File: src/rtl/status_pkg.sv
/*
 Constants, field layouts and state codes for the status packet framer.
 Assumes one 25 MHz clock; the byte sink (a UART) sits outside.
*/
package status_pkg;
    localparam int CLK_HZ = 25000000;
    localparam int NUM_BYTES = 26;
    localparam logic [4:0] LAST_IDX = 5'h19;
    localparam logic [4:0] FIRST_IDX = 5'h00;
    localparam logic [4:0] IDX_STEP = 5'h01;
    // Byte positions, counted from zero
    localparam int IDX_START1 = 0;
    localparam int IDX_START2 = 1;
    localparam int IDX_CON = 2;
    localparam int IDX_OM = 3;
    localparam int IDX_DEC = 4;
    localparam int IDX_IOC = 5;
    localparam int IDX_SPL_LO = 6;
    localparam int IDX_SPL_HI = 7;
    localparam int IDX_ACT_LO = 8;
    localparam int IDX_ACT_HI = 9;
    localparam int IDX_DV_LO = 10;
    localparam int IDX_DV_HI = 11;
    localparam int IDX_PNL_LO = 12;
    localparam int IDX_PNL_HI = 13;
    localparam int IDX_TAIL = 14;
    localparam int TAIL_BYTES = 10;
    localparam int IDX_STOP1 = 24;
    localparam int IDX_STOP2 = 25;
    localparam logic [7:0] START_BYTE = 8'h0a;
    localparam logic [7:0] STOP_BYTE = 8'h0b;
    localparam logic [7:0] ZERO_BYTE = 8'h00;
    // Source decoder codes
    localparam logic [2:0] SRC_SERIAL = 3'h0;
    localparam logic [2:0] SRC_MEMORY = 3'h1;
    localparam logic [2:0] SRC_CTRL = 3'h2;
    localparam logic [2:0] SRC_PANEL = 3'h4;
    localparam logic [1:0] LIM_SERIAL = 2'h0;
    localparam logic [1:0] LIM_MEMORY = 2'h1;
    localparam logic [1:0] LIM_CTRL = 2'h2;
    // In/out control byte bit positions
    localparam int IOC_SHDN_OK = 0;
    localparam int IOC_SHDN_POL = 2;
    localparam int IOC_TEMP_ILK = 3;
    // Scaling of codes, in micro-amps and nano-volts per step
    localparam int CUR_STEP_UA_50A = 12210;
    localparam int CUR_STEP_UA_60A = 14650;
    localparam int VOLT_STEP_NV = 6105010;
    localparam logic [11:0] ZERO_CODE = 12'h000;
    localparam logic [3:0] ZERO_NIB = 4'h0;
    typedef enum logic [1:0] {ST_IDLE = 2'b01, ST_SEND = 2'b10} tx_state_t;
endpackage

File: src/rtl/limit_if.sv
/*
 Carrier between the framer and the set point limiter.
 Assumes both ends share the framer clock.
*/
`timescale 1ns/1ps
interface limit_if;
    logic [11:0] setpoint;
    logic [11:0] lim_serial;
    logic [11:0] lim_memory;
    logic [11:0] lim_ctrl;
    logic [11:0] lim_pot;
    logic [1:0] lim_src;
    logic use_pot;
    logic [11:0] limited;
    modport framer (output setpoint, lim_serial, lim_memory, lim_ctrl, lim_pot, lim_src, use_pot, input limited);
    modport limiter (input setpoint, lim_serial, lim_memory, lim_ctrl, lim_pot, lim_src, use_pot, output limited);
endinterface

File: src/rtl/laser_driver_status_packet.sv
/*
 Frames the first status packet of the laser driver into a byte stream.
 Assumes a byte sink with valid/ready outside; all inputs are synchronous to clock_i.
*/
`timescale 1ns/1ps
module laser_driver_status_packet #(
    parameter bit PANEL_SP_EN = 1'b0
) (
    input wire logic clock_i,
    input wire logic sys_rst_i,
    input wire logic send_i,
    input wire logic [7:0] control_byte_i,
    input wire logic [7:0] op_mode_byte_i,
    input wire logic [1:0] limit_src_i,
    input wire logic [2:0] setpoint_src_i,
    input wire logic [2:0] temp_src_i,
    input wire logic shdn_approved_i,
    input wire logic shdn_pol_pos_i,
    input wire logic temp_ilk_ctrl_i,
    input wire logic [11:0] current_setpoint_i,
    input wire logic [11:0] limit_serial_i,
    input wire logic [11:0] limit_memory_i,
    input wire logic [11:0] limit_ctrl_port_i,
    input wire logic [11:0] limit_pot_i,
    input wire logic limit_pot_sel_i,
    input wire logic temp_err_i,
    input wire logic serial_data_fail_i,
    input wire logic serial_timeout_i,
    input wire logic wrong_char_i,
    input wire logic [11:0] actual_diode_current_i,
    input wire logic hardware_err_i,
    input wire logic voltage_limit_err_i,
    input wire logic [11:0] diode_voltage_meas_i,
    input wire logic [11:0] panel_current_setpoint_i,
    input wire logic tec_temp_low_i,
    input wire logic tec_temp_high_i,
    input wire logic shutdown_active_i,
    input wire logic system_on_flag_i,
    input wire logic ctrl_if_ready_i,
    input wire logic safety_interlock_active_i,
    input wire logic local_mode_flag_i,
    input wire logic tec_interlock_active_i,
    input wire logic [79:0] tail_bytes_i,
    input wire logic tx_ready_i,
    output logic [7:0] tx_data_o,
    output logic tx_valid_o,
    output logic packet_done_o,
    output logic decoder_fault_err_o,
    output logic [11:0] limited_current_setpoint_o
);
    import status_pkg::*;

    tx_state_t state;
    logic [4:0] idx;
    logic [7:0] pkt [NUM_BYTES];
    logic [7:0] frame [NUM_BYTES];
    logic start;
    logic handshake;
    logic next_fault;
    logic [11:0] panel_code;
    limit_if lim_bus ();

    // Three-bit source fields have four legal one-hot-or-zero codes
    function automatic logic src3_ok(input logic [2:0] code);
        src3_ok = (code == SRC_SERIAL) || (code == SRC_MEMORY) || (code == SRC_CTRL) || (code == SRC_PANEL);
    endfunction

    // Limiter hookup
    assign lim_bus.setpoint = current_setpoint_i;
    assign lim_bus.lim_serial = limit_serial_i;
    assign lim_bus.lim_memory = limit_memory_i;
    assign lim_bus.lim_ctrl = limit_ctrl_port_i;
    assign lim_bus.lim_pot = limit_pot_i;
    assign lim_bus.lim_src = limit_src_i;
    assign lim_bus.use_pot = limit_pot_sel_i;

    setpoint_limiter u_limiter (
        .clock_i(clock_i),
        .sys_rst_i(sys_rst_i),
        .lim(lim_bus)
    );

    assign start = (state == ST_IDLE) && send_i;
    assign handshake = tx_valid_o && tx_ready_i;
    // Any field outside its defined codes is a decoder fault
    assign next_fault = !(limit_src_i inside {LIM_SERIAL, LIM_MEMORY, LIM_CTRL}) || !src3_ok(setpoint_src_i)
        || !src3_ok(temp_src_i);
    // Panel field is reported as zero while not implemented
    assign panel_code = PANEL_SP_EN ? panel_current_setpoint_i : ZERO_CODE;

    // Byte image of the packet built from the live inputs
    always_comb
    begin
        for (int k = 0; k < NUM_BYTES; k++)
            frame[k] = ZERO_BYTE;
        frame[IDX_START1] = START_BYTE;
        frame[IDX_START2] = START_BYTE;
        frame[IDX_CON] = control_byte_i;
        frame[IDX_OM] = op_mode_byte_i;
        frame[IDX_DEC] = {temp_src_i, setpoint_src_i, limit_src_i};
        frame[IDX_IOC][IOC_SHDN_OK] = shdn_approved_i;
        frame[IDX_IOC][IOC_SHDN_POL] = shdn_pol_pos_i;
        frame[IDX_IOC][IOC_TEMP_ILK] = temp_ilk_ctrl_i;
        // Codes go out raw: step 0 is zero amperes, scaling is the host's job
        frame[IDX_SPL_LO] = lim_bus.limited[7:0];
        frame[IDX_SPL_HI] = {wrong_char_i, serial_timeout_i, serial_data_fail_i, temp_err_i,
            lim_bus.limited[11:8]};
        frame[IDX_ACT_LO] = actual_diode_current_i[7:0];
        frame[IDX_ACT_HI] = {next_fault, voltage_limit_err_i, 1'b0, hardware_err_i,
            actual_diode_current_i[11:8]};
        frame[IDX_DV_LO] = diode_voltage_meas_i[7:0];
        frame[IDX_DV_HI] = {system_on_flag_i, shutdown_active_i, tec_temp_high_i, tec_temp_low_i,
            diode_voltage_meas_i[11:8]};
        frame[IDX_PNL_LO] = panel_code[7:0];
        frame[IDX_PNL_HI] = {tec_interlock_active_i, local_mode_flag_i, safety_interlock_active_i,
            ctrl_if_ready_i, panel_code[11:8]};
        for (int k = 0; k < TAIL_BYTES; k++)
            frame[IDX_TAIL + k] = tail_bytes_i[8 * k +: 8];
        frame[IDX_STOP1] = STOP_BYTE;
        frame[IDX_STOP2] = STOP_BYTE;
    end

    // Packet state: idle until asked, then send until the last stop byte leaves
    always_ff @(posedge clock_i)
    begin
        if (sys_rst_i)
            state <= ST_IDLE;
        else
            case (state)
                ST_IDLE:
                    if (send_i)
                        state <= ST_SEND;
                ST_SEND:
                    if (handshake && idx == LAST_IDX)
                        state <= ST_IDLE;
                default:
                    state <= ST_IDLE;
            endcase
    end

    // Snapshot so one packet never mixes old and new readings
    always_ff @(posedge clock_i)
    begin
        if (sys_rst_i)
        begin
            for (int k = 0; k < NUM_BYTES; k++)
                pkt[k] <= ZERO_BYTE;
        end
        else if (start)
            pkt <= frame;
    end

    // Byte index
    always_ff @(posedge clock_i)
    begin
        if (sys_rst_i || start)
            idx <= FIRST_IDX;
        else if (handshake && idx != LAST_IDX)
            idx <= idx + IDX_STEP;
    end

    // Stream side; data holds while the sink stalls
    always_ff @(posedge clock_i)
    begin
        if (sys_rst_i)
        begin
            tx_valid_o <= 1'b0;
            tx_data_o <= ZERO_BYTE;
        end
        else if (start)
        begin
            tx_valid_o <= 1'b1;
            tx_data_o <= frame[IDX_START1];
        end
        else if (handshake)
        begin
            if (idx == LAST_IDX)
                tx_valid_o <= 1'b0;
            else
                tx_data_o <= pkt[idx + IDX_STEP];
        end
    end

    // Done pulse and status mirrors
    always_ff @(posedge clock_i)
    begin
        if (sys_rst_i)
        begin
            packet_done_o <= 1'b0;
            decoder_fault_err_o <= 1'b0;
            limited_current_setpoint_o <= ZERO_CODE;
        end
        else
        begin
            packet_done_o <= handshake && (idx == LAST_IDX);
            decoder_fault_err_o <= next_fault;
            limited_current_setpoint_o <= lim_bus.limited;
        end
    end
endmodule

File: src/rtl/setpoint_limiter.sv
/*
 Clamps the diode current set point to the active limit, registered.
 Assumes the limit inputs are synchronous to clock_i.
*/
`timescale 1ns/1ps
module setpoint_limiter (
    input wire logic clock_i,
    input wire logic sys_rst_i,
    limit_if.limiter lim
);
    import status_pkg::*;
    logic [11:0] act_limit;

    // Potentiometer wins; undefined code falls back to the serial limit
    always_comb
    begin
        act_limit = lim.lim_serial;
        if (lim.use_pot)
            act_limit = lim.lim_pot;
        else if (lim.lim_src == LIM_MEMORY)
            act_limit = lim.lim_memory;
        else if (lim.lim_src == LIM_CTRL)
            act_limit = lim.lim_ctrl;
    end

    // Clamp, one cycle of latency
    always_ff @(posedge clock_i)
    begin
        if (sys_rst_i)
            lim.limited <= ZERO_CODE;
        else if (lim.setpoint > act_limit)
            lim.limited <= act_limit;
        else
            lim.limited <= lim.setpoint;
    end
endmodule

File: config.mk
export PLATFORM = sky130hd
export DESIGN_NAME = laser_driver_status_packet
export DESIGN_NICKNAME = d
export VERILOG_FILES = /design/src/rtl/status_pkg.sv /design/src/rtl/limit_if.sv /design/src/rtl/laser_driver_status_packet.sv /design/src/rtl/setpoint_limiter.sv
export SDC_FILE = /design/constraint.sdc
export NUM_CORES = 1
export LEC_CHECK = 0
export BUFFER_PORTS_ARGS = -buffer_cell sky130_fd_sc_hd__buf_2
export CORE_ASPECT_RATIO = 1.75
export CORE_UTILIZATION = 53
export DETAILED_ROUTE_END_ITERATION = 7
export GPL_ROUTABILITY_DRIVEN = 0
export PLACE_DENSITY = 0.82
export SETUP_SLACK_MARGIN = 0.1
export SLEW_MARGIN = 20
export SYNTH_ARGS = -nofsm -noshare
export SYNTH_HDL_FRONTEND = slang
export SYNTH_SLANG_ARGS = --single-unit
File: constraint.sdc
create_clock -name clock_i -period 4 [get_ports clock_i]
set_input_delay 0.6 -clock clock_i [delete_from_list [all_inputs] [get_ports clock_i]]
set_output_delay 0.6 -clock clock_i [all_outputs]
set_load 0.03 [all_outputs]
Word-level counts from Yosys, hierarchy flattened
Index checks and enable logic that the tools add are counted.
- latch bits: 0
- memory bits (read-only): 0
- bits in registers: 202
- memory bits (writable): 0
- bits of input ports: 222
- logic and storage cells: 95
- memories: 0
- shift-type cells: 0
- bitwise operators: 2
- order comparisons: 2
- multiply operators: 0
- divide/modulo/power cells: 0
- equality and inequality tests: 15
- reductions and logical operators: 27
- $add $sub $neg: 1
- multiplexer cells: 16
- operators by type and width (operator ; count):
    12-bit 2-to-1 mux ; 4
    8-bit binary-select mux with 5-bit select ; 1
    8-bit 2-to-1 mux ; 2
    12-bit greater-than comparator ; 1
    4-bit 2-to-1 mux ; 3
    1-bit logical OR ; 9
    2-bit AND reduction ; 4
    3-bit by 1-bit equality test with 1-bit output (second input constant) ; 2
    3-bit by 2-bit equality test with 1-bit output (second input constant) ; 2
    3-bit equality test (second input constant) ; 2
    6-bit >= comparator (second input constant) ; 1
    3-bit logical NOT ; 2
    2-bit inequality test (second input constant) ; 3
    5-bit NOT with 6-bit output ; 1
    5-bit by 1-bit adder with 5-bit output (second input constant) ; 1
    5-bit equality test (second input constant) ; 1
    5-bit inequality test (second input constant) ; 1
    2-bit by 1-bit equality test with 1-bit output (second input constant) ; 2
    2-bit equality test (second input constant) ; 2
    1-bit logical AND ; 4
    2-bit 2-to-1 mux ; 2
    2-bit one-hot mux with 2 select lines ; 1
    2-bit nonzero test ; 2
    1-bit logical NOT ; 3
    5 further kinds ; 7

Depth between registers and ports, before layout
Gate-level depths: netlist (run 1).
- depth after elaboration: 8
- mapped depth: 14

Hierarchy
A second synthesis (run 1) with hierarchy kept.
- cell total of the unflattened synthesis: 1133
- area, all modules: 9487.8 µm²
- by module, submodules not included (module ; times used ; cells each ; area an instance (µm²)):
    laser_driver_status_packet ; 1 ; 935 ; 7972.6
    setpoint_limiter ; 1 ; 198 ; 1515.2

Worst setup path after synthesis (run 1)
OpenSTA, ideal clock, no wires.
- path kind: in2reg
- from: input limit_src_i[1]
- to: register u_limiter.lim.limited[10]
- arrival time: 3.180 ns
- setup slack: 0.699 ns
- stages on the path: 13
- library setup time: 0.121 ns
- buffers on the path: 4
- cell sequence: buf_2 buf_4 buf_2 mux2i_1 a211oi_1 a21oi_1 ha_1 a21o_1 a221o_1 a221oi_2 a21oi_1 buf_6 mux2_2
- word-level cells in the longest chain between the ends: 6
- elaborated cells on any way between the ends: 7
- those cells by class: 1 x order compare; 2 x eq/ne; 4 x mux
- ends and longest elaborated chain (what ; RTL line ; RTL):
    start: declaration ; laser_driver_status_packet.sv:14 ; input wire logic [1:0] limit_src_i,
    2-bit equality test ; setpoint_limiter.sv:22 ; else if (lim.lim_src == LIM_CTRL)
    12-bit 2-to-1 mux ; setpoint_limiter.sv:22 ;
    12-bit 2-to-1 mux (*) ; setpoint_limiter.sv:20 ; else if (lim.lim_src == LIM_MEMORY)
    12-bit 2-to-1 mux (*) ; setpoint_limiter.sv:18 ; if (lim.use_pot)
    12-bit greater-than comparator ; setpoint_limiter.sv:31 ; else if (lim.setpoint > act_limit)
    12-bit 2-to-1 mux (*) ; setpoint_limiter.sv:31 ;
    end signal: assignment ; setpoint_limiter.sv:32 ; lim.limited <= act_limit;
    end signal: assignment ; setpoint_limiter.sv:34 ; lim.limited <= lim.setpoint;
    end: declaration ; limit_if.sv:16 ; modport limiter (input setpoint, lim_serial, lim_memory, lim_ctrl, lim_pot, lim_src, use_pot, output limited);
Mark *: on every way between the ends. The rest lies on a longest branch, timed or not.
A chain may end at the register's enable or synchronous reset.

Worst setup path after layout (run 1)
- from: register idx[0]
- to: register tx_data_o[5]
- word-level cells in the longest chain between the ends: 5
- elaborated cells on any way between the ends: 8
- those cells by class: 1 x add/sub; 1 x eq/ne; 3 x mux; 2 x bitwise; 1 x reduce/logical
- ends and longest elaborated chain (what ; RTL line ; RTL):
    start: declaration ; laser_driver_status_packet.sv:54 ; logic [4:0] idx;
    start signal: assignment ; laser_driver_status_packet.sv:159 ; idx <= idx + IDX_STEP;
    5-bit by 1-bit adder with 5-bit output ; laser_driver_status_packet.sv:180 ; tx_data_o <= pkt[idx + IDX_STEP];
    5-bit NOT with 6-bit output (implied by the code) ; laser_driver_status_packet.sv:180 ;
    8-bit binary-select mux with 5-bit select ; laser_driver_status_packet.sv:180 ;
    8-bit 2-to-1 mux (implied by the code) (2 in a row) ; laser_driver_status_packet.sv:180 ;
    end signal: assignment ; laser_driver_status_packet.sv:173 ; tx_data_o <= frame[IDX_START1];
    end signal: assignment ; laser_driver_status_packet.sv:180 ;
    end: declaration ; laser_driver_status_packet.sv:45 ; output logic [7:0] tx_data_o,
Parallel ways exist; a longest one is shown, timed or not. The select of a mux whose other input is x is not followed.

==> summary.md, run 1 <==
| Metric | Value |
|---|---|
| Req. time, crit path | 4360 ps |
| Unrepaired setup endpoints after global routing | false |
| Worst-path clk slew | 70 ps |
| Maximum vdd ir drop | 0.383 mV |
| Leak | 4.65 nW |
| Share of layout cells above drive strength 1 | 0.259 |
| First-pass GRT wire length | 37600 um |
| DIE AREA | 17800 sq um |
| # clock sinks | 201 |
| Slowest CP cell | xnor2_4 |
| Sw frac | 0.261 |
| Vias per cell | 5.53 |
| Commonest non-fill, non-tap cell in the layout | nand2_1 |
| I/O Buffers | 232 |
| Io pins | 245 |
| Synth Instances | 1073 |
| Comb power frac | 0.147 |
| Clk pwr share | 0.392 |
| Critical-path cell list | ha_1 > xnor2_4 > buf_4 > mux2i_1 > a2bb2oi_1 > o2111ai_1 > a31oi_1 > a21oi_1 |
| Run status | finished with violations |
| Crit Path Max Fanout | 30 |
| R2R Path Start | idx[0] |
| H-tree levels | 1 |
| Setup Viol. Count Final | 0 |
| Hold endpoint | pkt[82] |
| Final ANT Viol Nets | 0 |
| Gr usage total | 0.267 |
| Clock tree buffer depth | 3 |
| Wire per inst | 16.0 um |
| Total Wirelength | 23900 um |
| R2R Setup Slk | 1000 ps |
| Nets | 1488 |
| Drt initial violations | 379 |
| Grt total ovfl | 0 |
| Die height | 176 um |
| CTS tree | built |
| Vias | 8260 |
| Vias in the first global route | 7930 |
| Kind of critical path | reg -> reg |
| Initial Util | 0.541 |
| WHS Path Cells | 3 |
| CP startpoint kind | register |
| Most frequent cells in the layout | nand2_1, buf_2, dfxtp_1 |
| Antenna violations before repair | 2 |
| Period utilisation layout | 0.751 |
| CP Data Arrival Time | 3370 ps |
| Final period demand of the worst path | 3000 ps |
| Internal power | 0.00358 W |
| Max incr delay on CP | 630 ps |
| Die Span X | 101 um |
| Largest net degree at the start of global routing | 162 |
| Hold Crit Start | tail_bytes_i[10] |
| Reg-to-reg critical path endpoint | tx_data_o[5] |
| Dominant synthesized flop cell | dfxtp_1 |
| Final Hold Viols | 0 |
| Setup bufs post-CTS | 0 |
| Setup crit end kind | register |
| Syn-to-layout area delta | 20.4% |
| Failing checks | design-rule violations |
| Number of flops mapped to enable cells by yosys | 0 |
| Post-synthesis cell area | 9120 sq um |
| Cell Area, Placed | 10300 sq um |
| Slew margin rel. | 0.398 |
| Detailed Place HPWL | 16900 um |
| DRC viols | 2 |
| Sequential fraction of the synthesis area | 0.441 |
| Avg Inst Size Synth | 8.50 sq um |
| Fin. max-slew vios | 0 |
| Clock Skew | 10.1 ps |
| Async set or reset register ratio after synthesis | 0 |
| Filler cells | 1450 |
| Synth Warn # | 0 |
| Netlist cell types | 60 |
| CTS resizes | 0 |
| CTS Hold Bufs | 0 |
| Clk_lat worst skew | 480 ps |
| Final TNS setup | 0 ps |
| Core ar. | 16900 sq um |
| FF-to-FF path depth | 8 |
| Fmax | 0.333 GHz |
| Worst-Margin Slew | 903 ps |
| Rows | 63 |
| P_sw | 0.00127 W |
| CTS Buf Count | 19 |
| Reg power frac | 0.460 |
| HP Class | in -> reg |
| Detailed Routing Iterations Pass 1 | 7 |
| CTS Root Cell | clkbuf_16 |
| Final Cell Area | 11000 sq um |
| # Max-Cap Violations | 0 |
| Power density cells | 442 nW/um^2 |
| Syn_nets | 1309 |
| Count of state elements after synthesis | 201 |
worst max-delay path: cells and delay by family, from the launching register on:
kind	cells	cell delay [ps]
flops	1	510
xor+xnor	1	630
buf+inv	1	390
compound gates	4	670
fa+ha+maj	1	420
mux	1	250
routing by layer:
layer	vias to the layer above	track usage	wire [um]
li1	4070	-	-
met1	3826	0.305	8910
met2	299	0.478	12600
met3	65	0.0386	1340
met4	0	0.133	1040
met5	-	0	0
flip-flops by register name, indices dropped and copies added, names as in the netlist, 2 cells and up:
name and cells:
idx 5, u_limiter.lim.limited 12, tx_data_o 8, state 2, limited_current_setpoint_o 12, pkt 159
layout make-up:
type / instances / area (sq um) / share of cell area
sequential: 201 / 4030 / 0.367
clock inverter: 11 / 144 / 0.0131
timing repair buffer: 245 / 1280 / 0.116
antenna: 2 / 5.00 / 0.000456
multi-input combinational: 781 / 4710 / 0.429
clock buffer: 22 / 517 / 0.0470
tap: 227 / 284 / 0.0259
inverter: 4 / 15.0 / 0.00137
cell usage after synthesis (all sizes together) (4+ instances only):
master   instances  area [sq um]
a31oi            4          25.0
a211oi          32           240
o22a            14           123
o21ai           13          65.1
ha              14           175
mux4            24           541
nor3             8          40.0
dfxtp          201          4020
clkbuf          67           251
nand2          305          1150
xnor2            4          61.3
a21oi          170           851
nor2            37           139
mux2            15           169
inv              4          15.0
nor2b           37           231
a2bb2oi          4          35.0
o31ai            4          30.0
nand3           12          60.1
mux2i           37           370
buf             20           133
cells by family (layout without fill, tap and decap cells):
kind of cell,count (synthesis),count (layout),synth area share
AO/OA/AOI/OAI,268,268,0.176
XOR/XNOR,7,7,0.0104
adder cells (fa/ha/maj),16,16,0.0214
buffers and inverters,91,282,0.0438
flip-flops,201,201,0.441
multiplexers,76,76,0.118
other,0,2,0
AND/OR/NAND/NOR,414,414,0.189
metrics by stage:
stage / instances / utilization / hold WS [ps] / worst slack (ps) / power, W
2_1_floorplan: 1073 / - / 433 / 699 / 0.00274
3_3_place_gp: 1458 / 0.611 / 439 / 241 / 0.00297
6_report: 1493 / 0.651 / 348 / 998 / 0.00485
5_1_grt: 1493 / 0.651 / 351 / 714 / 0.00504
3_5_place_dp: 1458 / 0.611 / 444 / 137 / 0.00299
4_1_cts: 1491 / 0.651 / 341 / 632 / 0.00488
worst max-delay path by stage:
| stage | startpoint | end | slack [ps] | cells after the start |
|---|---|---|---|---|
| 3_5_place_dp | limit_src_i[1] | u_limiter.lim.limited[6] | 140 | 10 |
| 6_report | idx[0] | tx_data_o[5] | 1000 | 8 |
| 4_1_cts | limit_src_i[1] | u_limiter.lim.limited[2] | 630 | 10 |
| 5_1_grt | limit_src_i[1] | u_limiter.lim.limited[2] | 710 | 11 |
| 3_3_place_gp | limit_src_i[1] | u_limiter.lim.limited[10] | 240 | 10 |
| 2_1_floorplan | limit_src_i[1] | u_limiter.lim.limited[10] | 700 | 13 |
power by group through the flow:
| stage | Clock (W) | Combinational, W | Sequential, W |
|---|---|---|---|
| 2_1_floorplan | 0 | 0.000464 | 0.00227 |
| 3_3_place_gp | 0 | 0.000698 | 0.00227 |
| 4_1_cts | 0.00193 | 0.000717 | 0.00223 |
| 5_1_grt | 0.00200 | 0.000790 | 0.00225 |
| 3_5_place_dp | 0 | 0.000712 | 0.00228 |
| 6_report | 0.00190 | 0.000715 | 0.00223 |
Power figures use the tool's default switching activity.
==> inputs of run 2 (changes only) <==
==> constraint.sdc (replaced) <==
create_clock -name clock_i -period 2.8 [get_ports clock_i]
set_input_delay 0.42 -clock clock_i [delete_from_list [all_inputs] [get_ports clock_i]]
set_output_delay 0.42 -clock clock_i [all_outputs]
set_load 0.03 [all_outputs]
==> summary.md, run 2 (same netlist as run 1, synthesis figures left out) <==
| Metric | Value |
|---|---|
| Die Span X | 101 um (unchanged) |
| Clock Skew | 18.5 ps (+8.33 ps) |
| Detailed Place HPWL | 17200 um (+2.0%) |
| Maximum vdd ir drop | 0.393 mV (+2.8%) |
| H-tree levels | 1 (unchanged) |
| Crit Path Max Fanout | 56 (+87%) |
| Vias | 8299 (+0.47%) |
| Cell Area, Placed | 10500 sq um (+2.0%) |
| Run status | finished clean |
| Final Cell Area | 11200 sq um (+1.7%) |
| Vias per cell | 5.50 (-0.66%) |
| Clock tree buffer depth | 3 (unchanged) |
| Hold_ws | 166 ps (-182 ps) |
| Vias in the first global route | 8148 (+2.7%) |
| Final ANT Viol Nets | 0 (unchanged) |
| Worst-Margin Slew | 693 ps (-211 ps) |
| Power density cells | 607 nW/um^2 (+37%) |
| Kind of critical path | reg -> reg |
| Clk_lat worst skew | 490 ps (about the same) |
| Final TNS setup | 0 ps (unchanged) |
| Total Wirelength | 24400 um (+2.1%) |
| First-pass GRT wire length | 38100 um (+1.2%) |
| DIE AREA | 17800 sq um (unchanged) |
| CTS Hold Bufs | 0 (unchanged) |
| FF-to-FF path depth | 9 (+1) |
| WHS Path Cells | 2 (-1) |
| Share of layout cells above drive strength 1 | 0.269 (+0.0106) |
| # clock sinks | 201 (unchanged) |
| Fmax | 0.392 GHz (+18%) |
| # Max-Cap Violations | 0 (unchanged) |
| Setup Viol. Count Final | 0 (unchanged) |
| CTS Root Cell | clkbuf_16 |
| Rows | 63 (unchanged) |
| Wire per inst | 16.2 um (+0.99%) |
| Period utilisation layout | 0.911 (+0.161) |
| CP Data Arrival Time | 2970 ps (-400 ps) |
| Final period demand of the worst path | 2550 ps (-450 ps) |
| Initial Util | 0.541 (unchanged) |
| Detailed Routing Iterations Pass 1 | 5 (-2) |
| Largest regs | pkt: 159 flops, limited_current_setpoint_o: 12 flops, u_limiter.lim.limited: 12 flops |
| Leak | 4.73 nW (+1.8%) |
| Most frequent cells in the layout | nand2_1, buf_2, dfxtp_1 |
| Fin. max-slew vios | 0 (unchanged) |
| CTS Buf Count | 18 (-1) |
| CTS tree | built |
| Antenna violations before repair | 2 (unchanged) |
| Total power | 0.00677 W (+40%) |
| Gr usage total | 0.273 (+0.00537) |
| Largest net degree at the start of global routing | 162 (unchanged) |
| Final Hold Viols | 0 (unchanged) |
| Unrepaired setup endpoints after global routing | false |
| CP startpoint kind | register |
| Syn-to-layout area delta | 22.4% |
| Commonest non-fill, non-tap cell in the layout | nand2_1 |
| Filler cells | 1446 (-0.28%) |
| DRC viols | 0 (-2) |
| Top reg by flops | pkt |
| Io pins | 245 (unchanged) |
| Nets | 1505 (+1.1%) |
| Core ar. | 16900 sq um (unchanged) |
| Req. time, crit path | 3220 ps (-1140 ps) |
| HP Class | in -> reg |
| Drt initial violations | 492 (+30%) |
| Grt total ovfl | 0 (unchanged) |
| Slew margin rel. | 0.538 (+0.140) |
| I/O Buffers | 232 (unchanged) |
| Setup crit end kind | register |
| Worst-path clk slew | 70 ps (about the same) |
| Max reg flops | 159 (unchanged) |
| Die height | 176 um (unchanged) |
## run 2: cell types whose count changed in the layout (fill, tap and decap cells not counted), moves of 2 or more
cell,previous run,this run
a211oi_1,32,30
a211oi_2,0,2
buf_12,1,6
buf_4,12,24
bufinv_16,3,1
clkbuf_1,0,2
## run 2: area by class of cell
type	instances	area (sq um)	share of cell area
Antenna cell	2	5.00	0.000448
Clock buffer	25	538	0.0482
Clock inverter	7	68.8	0.00616
Inverter	4	15.0	0.00134
Multi-Input combinational cell	782	4760	0.426
Sequential cell	201	4030	0.361
Tap cell	227	284	0.0254
Timing Repair Buffer	262	1470	0.131
## run 2: worst paths after layout
check	slack [ps]	endpoint	from
worst min register to register	450	pkt[63]	pkt[63]
worst min-delay path	170	packet_done_o	sys_rst_i
worst max register to register	250	tx_data_o[6]	idx[0]
worst max-delay path	250	tx_data_o[6]	idx[0]
## run 2: timing repair
action	CTS	global route
gates resized for setup	0	3
setup endpoints to repair	0	13
buffers inserted	0	0
## run 2: layer usage
metal | vias up | track usage | wire (um)
li1 | 4103 | - | -
met1 | 3824 | 0.292 | 8950
met2 | 318 | 0.518 | 13100
met3 | 54 | 0.0334 | 1370
met4 | 0 | 0.124 | 942
met5 | - | 0 | 0
## run 2: report_power, final
group	internal, W	leakage [nW]	switching, W	total (W)
Sequential	0.00307	1.65	0.000111	0.00318
Clock	0.00144	0.296	0.00107	0.00252
Combinational	0.000470	2.78	0.000605	0.00108
Total	0.00498	4.73	0.00179	0.00677
## run 2: metrics by stage
step            util  instances  setup WS [ps]
6_report       0.662       1510            248
5_1_grt        0.662       1510            102
4_1_cts        0.659       1507            153
3_5_place_dp   0.623       1475           -347
3_3_place_gp   0.623       1475           -265
2_1_floorplan      -       1073          -56.7
## run 2: critical path, stage by stage (launching register included)
cell and delay, ps:
dfxtp_4 360, buf_12 330, ha_1 360, buf_12 190
nor2b_1 380, a2bb2oi_1 120, nor2_1 130, a211oi_1 100
o32ai_1 360, a31o_1 140
==> inputs of run 3 (changes only) <==
--- a/config.mk
+++ b/config.mk
@@ -5,11 +5,12 @@
 export SDC_FILE = /design/constraint.sdc
 export NUM_CORES = 1
 export LEC_CHECK = 0
-export BUFFER_PORTS_ARGS = -buffer_cell sky130_fd_sc_hd__buf_2
+export BUFFER_PORTS_ARGS = -buffer_cell sky130_fd_sc_hd__buf_4
 export CORE_ASPECT_RATIO = 1.75
 export CORE_UTILIZATION = 53
 export DETAILED_ROUTE_END_ITERATION = 7
 export GPL_ROUTABILITY_DRIVEN = 0
+export GPL_TIMING_DRIVEN = 0
 export PLACE_DENSITY = 0.82
 export SETUP_SLACK_MARGIN = 0.1
 export SLEW_MARGIN = 20
==> summary.md, run 3 (same netlist as run 1, synthesis figures left out) <==
| Metric | Value |
|---|---|
| FF-to-FF path depth | 6 (-3) |
| Number of cells on the critical path | 6 (-3) |
| # Max-Cap Violations | 0 (unchanged) |
| Largest net degree at the start of global routing | 17 (-90%) |
| Largest regs | pkt: 159 flops, limited_current_setpoint_o: 12 flops, u_limiter.lim.limited: 12 flops |
| Reg-to-reg critical path endpoint | pkt[190] |
| Wire per inst | 18.5 um (+15%) |
| Met3 GRT Util | 0.0418 (+0.00836) |
| Kind of critical path | reg -> reg |
| R2R Setup Slk | 210 ps (-40 ps) |
| Setup Viol. Count Final | 0 (unchanged) |
| DRC viols | 0 (unchanged) |
| Max reg flops | 159 (unchanged) |
| N_diodes | 0 (-2) |
| Clock Skew | 15.3 ps (-3.15 ps) |
| Crit Path Max Fanout | 10 (-82%) |
| DIE AREA | 17800 sq um (unchanged) |
| Io pins | 245 (unchanged) |
| Vias per cell | 5.73 (+4.3%) |
| M2 GR Usage | 0.588 (+0.0703) |
| Detailed Routing Iterations Pass 1 | 5 (unchanged) |
| Slowest CP cell | nor2_1 |
| I/O Buffers | 229 (-1.3%) |
| First-pass GRT wire length | 44300 um (+16%) |
| Vias in the first global route | 8968 (+10%) |
| Final Hold Viols | 0 (unchanged) |
| Clk_lat worst skew | 490 ps (about the same) |
| Core ar. | 16900 sq um (unchanged) |
| Fmax | 0.386 GHz (-1.6%) |
| Critical path's most frequent cell | nand2_1 |
| Final period demand of the worst path | 2590 ps (+40.8 ps) |
| Final Cell Area | 11800 sq um (+6.1%) |
| CTS Hold Bufs | 0 (unchanged) |
| R2R Path Start | state[0] |
| Clock tree buffer depth | 3 (unchanged) |
| Setup crit end kind | register |
| Period utilisation layout | 0.926 (+0.0146) |
| Slew margin rel. | 0.408 (-0.130) |
| Cell Area, Placed | 11200 sq um (+6.2%) |
| GRT Max-Usage Layer | met2 |
| Final ANT Viol Nets | 0 (unchanged) |
| # clock sinks | 201 (unchanged) |
| Post-route insts no fill | 1561 (+3.4%) |
| Cells after DPL | 1529 (+3.7%) |
| Fin util | 0.702 (+0.0402) |
| Die height | 176 um (unchanged) |
| Total Wirelength | 28900 um (+19%) |
| Most frequent cells in the layout | nand2_1, buf_4, dfxtp_1 |
| H-tree levels | 1 (unchanged) |
| Max incr delay on CP | 670 ps (+290 ps) |
| Worst setup path startpoint | state[0] |
| Top delay family on crit path | buffers and inverters |
| Top reg by flops | pkt |
| Critical-path cell list | nand2_1 > nor2_1 > clkbuf_2 > clkbuf_1 > nand2_1 > a21oi_1 |
| Fin. max-slew vios | 0 (unchanged) |
| Req. time, crit path | 3200 ps (-20 ps) |
| Worst-Margin Slew | 884 ps (+192 ps) |
| Commonest non-fill, non-tap cell in the layout | nand2_1 |
| Antenna violations before repair | 0 (-2) |
| Detailed Place HPWL | 22200 um (+29%) |
| Filler cells | 1390 (-3.9%) |
| CTS Buf Count | 18 (unchanged) |
| Worst path bufs/invs | 2 (unchanged) |
| Vias | 8951 (+7.9%) |
| Share of layout cells above drive strength 1 | 0.253 (-0.0159) |
| Unrepaired setup endpoints after global routing | true |
| Hold Crit Start | actual_diode_current_i[0] |
| Gr usage total | 0.326 (+0.0533) |
| Maximum vdd ir drop | 0.422 mV (+7.4%) |
| Met1 Use GR | 0.341 (+0.0488) |
| Leak | 4.94 nW (+4.5%) |
| Rows | 63 (unchanged) |
| Worst-path clk slew | 70 ps (about the same) |
| Critical Path Sink | pkt[190] |
| Drt initial violations | 601 (+22%) |
| CP Data Arrival Time | 2990 ps (+20 ps) |
| Die Span X | 101 um (unchanged) |
| Grt total ovfl | 0 (unchanged) |
| Syn-to-layout area delta | 29.9% |
| Initial Util | 0.541 (unchanged) |
| CTS Root Cell | clkbuf_16 |
| HP Class | in -> reg |
| CP startpoint kind | register |
| Run status | finished clean |
| Power density cells | 599 nW/um^2 (-1.3%) |
| CTS tree | built |
| Nets | 1559 (+3.6%) |
| Total power | 0.00709 W (+4.7%) |
run 3: layout make-up:
type	instances	area, sq um	share of cell area
Tap cell	227	284	0.0240
Sequential cell	201	4020	0.340
Multi-Input combinational cell	781	4740	0.400
Clock inverter	7	110	0.00929
Inverter	4	15.0	0.00127
Clock buffer	24	524	0.0443
Timing Repair Buffer	230	1730	0.146
Buffer	87	423	0.0357
run 3: how the worst min path moves through the flow:
stage	to	slack, ps	cells after the start
final	pkt[136]	170	3
after global routing	pkt[124]	180	3
after CTS	pkt[117]	170	3
after detailed placement	pkt[34]	440	2
after global placement	pkt[43]	440	2
after floorplan	pkt[137]	430	2
run 3: worst min-delay path, cell delays in order:
cell,delay [ps]
buf_4,110
nand2_1,50
a21oi_1,50
run 3: what timing repair did:
action	CTS	global route
pin swaps	0	2
gates resized for setup	2	10
endpoints found under the setup margin	12	11
setup buffers	0	1
run 3: power breakdown:
part	internal (W)	leakage, nW	switching, W
logic	0.000561	2.98	0.000673
registers	0.00307	1.65	0.000120
clock network	0.00159	0.316	0.00108
run 3: layer usage:
layer	wire, um	up-vias	share of wire
met5	0	-	0
met4	2000	0	0.069
met3	2020	121	0.070
met2	15000	459	0.52
met1	9910	4167	0.34
li1	-	4204	-
run 3: metrics by stage:
step | setup slack [ps] | TNS [ps] | hold slack (ps)
floorplan | -56.7 | -567 | 433
global placement | -449 | -5380 | 438
detailed placement | -441 | -5160 | 443
CTS | 106 | 0 | 175
global route | 90.7 | 0 | 178
finish | 207 | 0 | 173
